File: src/coeff_bank_pkg.sv
// Constants for the DTMF threshold and oscillator coefficient bank.
// Assumes a 32-bit APB slave; each 16-bit location takes one aligned word.
package coeff_bank_pkg;
    localparam int unsigned WORD_W    = 16;
    localparam int unsigned ADDR_W    = 8;
    localparam int unsigned FIRST_IDX = 7;
    localparam int unsigned LAST_IDX  = 25;
    localparam int unsigned NUM_LOC   = LAST_IDX - FIRST_IDX + 1;
    // Register indices; byte address is four times the index
    localparam logic [5:0] IDX_ROW_REL   = 6'h07;
    localparam logic [5:0] IDX_COL_REL   = 6'h08;
    localparam logic [5:0] IDX_ROW_HARM  = 6'h09;
    localparam logic [5:0] IDX_COL_HARM  = 6'h0A;
    localparam logic [5:0] IDX_MIN_PWR   = 6'h0B;
    localparam logic [5:0] IDX_AGC_HOT   = 6'h0C;
    localparam logic [5:0] IDX_T1_FREQ   = 6'h0D;
    localparam logic [5:0] IDX_T1_AMP    = 6'h0E;
    localparam logic [5:0] IDX_T1_PHASE  = 6'h0F;
    localparam logic [5:0] IDX_T2_FREQ   = 6'h10;
    localparam logic [5:0] IDX_T2_AMP    = 6'h11;
    localparam logic [5:0] IDX_T2_PHASE  = 6'h12;
    localparam logic [5:0] IDX_RING_OFS  = 6'h13;
    localparam logic [5:0] IDX_RING_FREQ = 6'h14;
    localparam logic [5:0] IDX_RING_AMP  = 6'h15;
    localparam logic [5:0] IDX_RING_PH   = 6'h16;
    localparam logic [5:0] IDX_MET_RAMP  = 6'h17;
    localparam logic [5:0] IDX_MET_AMP   = 6'h18;
    localparam logic [5:0] IDX_MET_FREQ  = 6'h19;
    // Ratio code for unity and the offset field
    localparam logic [15:0] RATIO_UNITY  = 16'h07F0;
    localparam int unsigned OFS_LSB      = 0;
    localparam int unsigned OFS_W        = 6;
    localparam logic [WORD_W-1:0] INIT_VALUE = 16'h0000;
endpackage

File: src/coeff_bank.sv
// Holds DTMF detector thresholds and tone/ring/metering coefficients.
// Assumes an APB master on i_mclk and synchronous inputs.
//
// Operation
// - Row peak versus other rows uses row relative threshold; 0x7F0 is one.
// - Column peak versus other columns uses column threshold; 0x7F0 is one.
// - Peak row against its second harmonic uses row harmonic threshold.
// - Peak column against its second harmonic uses column harmonic threshold.
// - Evaluations below the minimum power threshold are discarded.
// - The hot limit value drives the two-step DTMF AGC.
// - Oscillator values are signed two's complement.
// - Locations are cleared to zero by reset; host programs them.
// - Tone one uses locations 13, 14 and 15.
// - Tone two uses locations 16, 17 and 18.
// - Ringing DC offset is six bits, 1.5 V steps to 94.5 V.
// - Ringing generator uses locations 20, 21 and 22.
// - Metering uses ramp at 23, amplitude 24, frequency 25.
`timescale 1ns/1ps
`default_nettype none
module coeff_bank #(
    parameter int unsigned WORD_W = coeff_bank_pkg::WORD_W
) (
    input  wire logic               i_mclk,
    input  wire logic               i_rst_b,
    input  wire logic               i_ce,
    input  wire logic               psel,
    input  wire logic               penable,
    input  wire logic               pwrite,
    input  wire logic [7:0]         paddr,
    input  wire logic [31:0]        pwdata,
    output logic      [31:0]        prdata,
    output logic                    pready,
    output logic                    pslverr,
    output logic signed [15:0]      o_row_relative_threshold,
    output logic signed [15:0]      o_column_relative_threshold,
    output logic signed [15:0]      o_row_harmonic_threshold,
    output logic signed [15:0]      o_column_harmonic_threshold,
    output logic signed [15:0]      o_minimum_power_threshold,
    output logic signed [15:0]      o_agc_hot_limit,
    output logic signed [15:0]      o_tone1_frequency,
    output logic signed [15:0]      o_tone1_amplitude,
    output logic signed [15:0]      o_tone1_phase,
    output logic signed [15:0]      o_tone2_frequency,
    output logic signed [15:0]      o_tone2_amplitude,
    output logic signed [15:0]      o_tone2_phase,
    output logic        [5:0]       o_ringing_offset,
    output logic signed [15:0]      o_ringing_frequency,
    output logic signed [15:0]      o_ringing_amplitude,
    output logic signed [15:0]      o_ringing_phase,
    output logic signed [15:0]      o_metering_ramp,
    output logic signed [15:0]      o_metering_amplitude,
    output logic signed [15:0]      o_metering_frequency
);
    localparam int unsigned N = coeff_bank_pkg::NUM_LOC;

    logic [WORD_W-1:0] loc_r [N];
    logic [5:0]        idx;
    logic              hit;
    logic [4:0]        slot;
    logic              wr_en;
    logic [31:0]       prdata_r;
    logic              err_r;

    // Word index from the byte address; only aligned locations 7..25 decode
    assign idx  = paddr[7:2];
    assign hit  = (paddr[1:0] == 2'h0)
               && (idx >= coeff_bank_pkg::IDX_ROW_REL)
               && (idx <= coeff_bank_pkg::IDX_MET_FREQ);
    assign slot = 5'(idx - coeff_bank_pkg::IDX_ROW_REL);
    assign wr_en = i_ce && psel && penable && pwrite && hit;

    // Zero wait states; an access phase completes while enabled
    assign pready  = i_ce;
    assign pslverr = err_r;
    assign prdata  = prdata_r;

    // Storage carries all 16 bits, reserved positions included
    // Reset clears to a defined value; software must still program all
    genvar g;
    generate
        for (g = 0; g < N; g++) begin : g_loc
            always_ff @(posedge i_mclk) begin
                if (!i_rst_b) begin
                    loc_r[g] <= coeff_bank_pkg::INIT_VALUE;
                end else if (wr_en && slot == 5'(g)) begin
                    loc_r[g] <= pwdata[WORD_W-1:0];
                end
            end
        end
    endgenerate

    // Read data and error registered in the setup phase
    always_ff @(posedge i_mclk) begin
        if (!i_rst_b) begin
            prdata_r <= 32'h0000_0000;
            err_r    <= 1'b0;
        end else if (i_ce && psel && !penable) begin
            err_r <= !hit;
            if (hit && !pwrite) begin
                prdata_r <= {16'h0000, loc_r[slot]};
            end else begin
                prdata_r <= 32'h0000_0000;
            end
        end
    end

    // Detector thresholds, unity ratio at the unity code
    assign o_row_relative_threshold    = loc_r[0];
    assign o_column_relative_threshold = loc_r[1];
    assign o_row_harmonic_threshold    = loc_r[2];
    assign o_column_harmonic_threshold = loc_r[3];
    assign o_minimum_power_threshold   = loc_r[4];
    assign o_agc_hot_limit             = loc_r[5];
    // Oscillator coefficients, signed; ringing offset is an unsigned six-bit field
    assign o_tone1_frequency    = loc_r[6];
    assign o_tone1_amplitude    = loc_r[7];
    assign o_tone1_phase        = loc_r[8];
    assign o_tone2_frequency    = loc_r[9];
    assign o_tone2_amplitude    = loc_r[10];
    assign o_tone2_phase        = loc_r[11];
    assign o_ringing_offset     =
        loc_r[12][coeff_bank_pkg::OFS_LSB +: coeff_bank_pkg::OFS_W];
    assign o_ringing_frequency  = loc_r[13];
    assign o_ringing_amplitude  = loc_r[14];
    assign o_ringing_phase      = loc_r[15];
    assign o_metering_ramp      = loc_r[16];
    assign o_metering_amplitude = loc_r[17];
    assign o_metering_frequency = loc_r[18];
endmodule
`default_nettype wire

File: config.mk
export PLATFORM = sky130hd
export DESIGN_NAME = coeff_bank
export DESIGN_NICKNAME = d
export VERILOG_FILES = /design/src/coeff_bank_pkg.sv /design/src/coeff_bank.sv
export SDC_FILE = /design/constraint.sdc
export NUM_CORES = 1
export LEC_CHECK = 0
export ABC_CLOCK_PERIOD_IN_PS = 4190
export BUFFER_PORTS_ARGS = -buffer_cell sky130_fd_sc_hd__buf_4
export CAP_MARGIN = 20
export CORE_UTILIZATION = 54
export CTS_CLUSTER_DIAMETER = 100
export DETAILED_ROUTE_END_ITERATION = 16
export PLACE_DENSITY = 0.81
export SLEW_MARGIN = 40
export SYNTH_ARGS = -nofsm -noshare
export SYNTH_HDL_FRONTEND = slang
export SYNTH_SLANG_ARGS = --single-unit
File: constraint.sdc
create_clock -name i_mclk -period 4.19 [get_ports i_mclk]
set_input_delay 0.2095 -clock i_mclk [delete_from_list [all_inputs] [get_ports i_mclk]]
set_output_delay 0.2095 -clock i_mclk [all_outputs]
set_load 0.02 [all_outputs]
# Word level (Yosys, flattened, before mapping)
# Memory sizes are Yosys's and may differ from the RTL's.
# Cells that the tools add are included.
# W data, S select, Z words.
word_totals:
  latchBits: 0
  ramBits: 304
  rom_bits: 0
  wordCells: 153
  output_inout_bits: 328
  reg_bits: 33
  n_memories: 1
  input_bits: 46
memory_table:
  columns: ["memory", "words", "width", "rd", "rd_clocked_by_memory_dff", "wr", "line", "rtl"]
  rows:
  - ["loc_r", 19, 16, 20, 0, 19, "coeff_bank.sv:56", "logic [WORD_W-1:0] loc_r [N];"]
op_classes:
  n_addsub: 1
  reduce_logical: 32
  div_mod_pow: 0
  order_cmp: 2
  muxes: 78
  shifts: 0
  multipliers: 0
  bitwise: 19
  eq_ne: 18
ops:
  columns: ["op", "n"]
  rows:
  - ["$mux W16", 20]
  - ["$mux W1", 58]
  - ["$eq A5 B4 Y1 const B", 8]
  - ["$logic_and A1 B1 Y1", 27]
  - ["$eq A5 B3 Y1 const B", 4]
  - ["$or A1 B1 Y1", 19]
  - ["$eq A5 B5 Y1 const B", 3]
  - ["$eq A5 B2 Y1 const B", 2]
  - ["$ge A6 B3 Y1 const B", 1]
  - ["$le A6 B5 Y1 const B", 1]
  - ["$eq A5 B1 Y1 const B", 1]
  - ["$logic_not A5 Y1", 1]
  - ["$sub A5 B3 Y5 const B", 1]
  - ["$logic_not A1 Y1", 3]
  - ["$logic_not A2 Y1", 1]

# Logic depth before layout (Yosys ltp)
depth:
  depth_word: 9
  mapped_depth: 13
  ltp_nobuf: 7

# Least setup slack after synthesis
# OpenSTA, ideal clock, no wires.
synth_path:
  path_kind: "input to register"
  startpoint: "input port paddr[2]"
  endpoint: "memory loc_r[10][0], enable pin"
  n_path_buf: 3
  arrival_ns: 3.269
  cell_stages: 10
  setup_slack_ns: 0.510
  setup_time_ns: 0.411
  t_required_ns: 3.779
  path_cell_list: "buf_2 buf_2 buf_2 inv_1 ha_1 o21bai_4 a311o_4 nor3_1 nand2_1 o21ai_0"
synth_lines:
  columns: ["item", "line", "rtl"]
  rows:
  - ["start, declared", "coeff_bank.sv:29", "input wire logic [7:0] paddr,"]
  - ["end, declared", "coeff_bank.sv:56", null]

==> key figures <==
Power
  – Switch Pwr: 2010 uW
  – Sw frac: 0.250
  – Part of the power in combinational logic: 0.136
  – Sequential power share: 0.468
  – Power share of the clock group: 0.396
  – Leak pwr: slightly above 0.007 uW
  – Pint: approximately 6100 uW
  – IR drop worst, VDD: around 0.00026 V
  – Power per cell area: 429 nW/um2

CTS
  – Worst-Skew Late Latency: approximately 510 ps
  – Clock buffer depth: 3
  – CTS root buf: clkbuf_16
  – CTS H-tree lvls: 2
  – Cts bufs inserted: 34
  – CTS tree: built
  – Post-CTS sizing: 0
  – Hold-fix buffers, CTS: 0
  – Num Clock Sinks: roughly 320
  – CTS clk-pin slew, worst paths: 60 ps
  – # Post-CTS Setup Buffers: 0

Yosys
  – Ys flop type: edfxtp_1
  – Number of enable flip-flop cells after synthesis: 304
  – Post-synth top area share: 0.620
  – Gate Count Post-Synth: 1093
  – Post-synth ARST share: 0
  – Avg Cell Area, Syn: 13.5 um2
  – Synthesized cell area: 14700 um2
  – Ys Warns: 0
  – Unique masters post-synth: 47
  – Synthesized flop and latch total: 321
  – Most common cell in the netlist: edfxtp_1
  – Ranking of synthesized cells by area: edfxtp_1 (62%), mux4_2 (9.8%), nor2_1 (7.0%)
  – Most frequent cells after synthesis: edfxtp_1 (304), nor2_1 (274), nand2_1 (93)
  – Post-synthesis sequential area ratio: 0.643
  – Area leader, netlist: edfxtp_1

STA
  – Hold Fails Final Rpt: 0
  – Final min period: between 3000 and 4000 ps
  – Max-slew violation count: 0
  – Setup_tns: 0 ps
  – RSZ-0062 raised after global routing: false
  – Fmax: approximately 0.33 GHz
  – Final setup violation count: 0
  – Fin worst setup slack: 1140 ps
  – Max Clock Skew: around 17 ps
  – Worst-margin pin slew: 963 ps
  – Slew HR: 0.358
  – Tcrit/Tclk final: 0.728

Critical path
  – CP startpoint: paddr[2]
  – Critical path class: primary input to flop
  – Startpoint types: primary input
  – Required time of the critical path: 4390 ps
  – Reg-to-Reg End: prdata[5]
  – Critical-path cell list: buf_4 > ha_1 > a211oi_1 > a311o_4 > nor3_1 > nand2_1 > o21ai_2 > buf_4
  – FF-to-FF Start: loc_r[13][5]
  – CP max stage cell: o21ai_2
  – R2R depth: 4
  – Critical Path Sink Type: flop
  – Crit-path max FO: 23
  – CP max stage delay: between 600 and 700 ps
  – FF-to-FF setup slack: between 2000 and 2500 ps
  – Most common cell on crit path: buf_4
  – CP arrival: between 3000 and 4000 ps

Routing
  – Routed vias: 11100
  – Avg WL per Cell: about 27 um
  – DR iter-0 viols: approximately 1500
  – First-pass detailed-route iteration total: 6
  – Via/cell ratio: between 6 and 7
  – Detail Route Antenna Nets: 0
  – Total routed wirelength: ~48 mm
  – Drc violations: 0

Global route
  – GRT Total Usage: 0.339
  – Pin count of the biggest net entering global routing: 65
  – Number of global-route vias before repair: ~11000
  – First-pass GRT wire length: 68.5 mm
  – Initial antenna violation count: 0
  – Grt total ovfl: 0

Floorplanning
  – Initial Utilization: 0.548
  – DIE WIDTH: between 150 and 200 um
  – Core footprint: approximately 27000 um2
  – IO Count: between 300 and 400
  – Die extent in y: around 170 um
  – Row count: 60
  – Die ar.: 27900 um2

Placed design
  – Pre-CTS setup slack: roughly 670 ps
  – DP Wirelength: approximately 35 mm
  – Routability cong.: 0.922
  – Port Buffer Count: 341

Min path
  – Worst Hold End: loc_r[18][5]
  – WHS Path Cells: 2
  – Min-Delay Path Class: primary input to flop
  – Hold_sp: pwdata[5]

Cells and area
  – Antenna Cells: 0
  – Ratio of cells with drive above 1 in the final layout: 0.373
  – P&R area growth vs syn: 27.8%
  – Final layout net count: approximately 1500

Outcome
  – Outcome: complete, no violations

Flow run
  – Max Cap Viol: 0
==> power groups by stage <==
stage                     clock network (uW)  logic [uW]  registers, uW
after CTS                               3210        1080           3770
after floorplan                            0         441           3990
after global placement                     0        1060           3830
after detailed placement                   0        1080           3840
after global routing                    3330        1130           3790
final                                   3200        1090           3780
==> layout by cell type, fill, tap and decap left out, types with 16 or more instances in the layout <==
master | Yosys | final
mux2i_1 | 47 | 47
buf_4 | 24 | 377
o21ai_2 | 1 | 16
a21oi_1 | 17 | 17
mux4_2 | 64 | 64
conb_1 | 1 | 16
nand2_1 | 93 | 93
clkbuf_16 | 0 | 35
edfxtp_1 | 304 | 304
and2_1 | 48 | 48
dfxtp_1 | 17 | 17
nor2_1 | 274 | 274
==> stage by stage <==
| step | util | instances | instance area, um2 | hold WS (ps) | power (uW) |
|---|---|---|---|---|---|
| floorplan | - | 1108 | 14800 | 408 | 4430 |
| global placement | 0.655 | 1729 | 17600 | 526 | 4890 |
| detailed placement | 0.656 | 1732 | 17600 | 535 | 4910 |
| CTS | 0.700 | 1791 | 18800 | 36.9 | 8060 |
| global route | 0.700 | 1792 | 18800 | 63.5 | 8250 |
| finish | 0.700 | 1792 | 18800 | 50.8 | 8070 |
==> logic make-up (layout without fill, tap and decap cells) <==
family | after synthesis | after routing | share of synthesized area
other | 1 | 16 | 0.000255
muxes | 113 | 113 | 0.131
AOI/OAI and AO/OA | 95 | 95 | 0.0435
DFF | 321 | 321 | 0.643
buffers and inverters | 104 | 447 | 0.0401
and+or+nand+nor | 448 | 448 | 0.133
adders and majority gates | 6 | 6 | 0.00510
xor gates and xnor gates | 5 | 5 | 0.00297
==> layout make-up <==
class | instances | area [um2]
flip-flops and latches | 321 | 9470
fillers | 1859 | 8060
multi-input cells | 683 | 4840
repair buffers | 380 | 2880
clock buffers | 39 | 901
well taps | 341 | 427
clock inverters | 20 | 273
inverters | 8 | 30.0
==> worst max-delay path: cells and delay by family <==
kind / cells / cell delay (ps)
AOI/OAI and AO/OA: 3 / 1240
and+or+nand+nor: 2 / 750
buffers and inverters: 2 / 650
adders and majority gates: 1 / 400
==> state kept, by name, summed over array words and instances, names as in the netlist <==
signal and cells:
pslverr 1, loc_r 304, prdata 16
==> routing by layer <==
layer / global-route usage / part of all wire
met5: 0 / 0
met4: 0.130 / 0.037
met3: 0.0792 / 0.13
met2: 0.542 / 0.47
met1: 0.456 / 0.36
==> worst max path at each step <==
stage / to / slack, ps / depth (start not counted)
3_5_place_dp: loc_r[0][15] / 670 / 8
2_1_floorplan: loc_r[10][0] / 510 / 10
5_1_grt: loc_r[4][8] / 1010 / 8
6_report: loc_r[0][4] / 1140 / 8
3_3_place_gp: loc_r[0][15] / 780 / 8
4_1_cts: loc_r[0][4] / 1190 / 8
(Power assumes the default switching activity.)
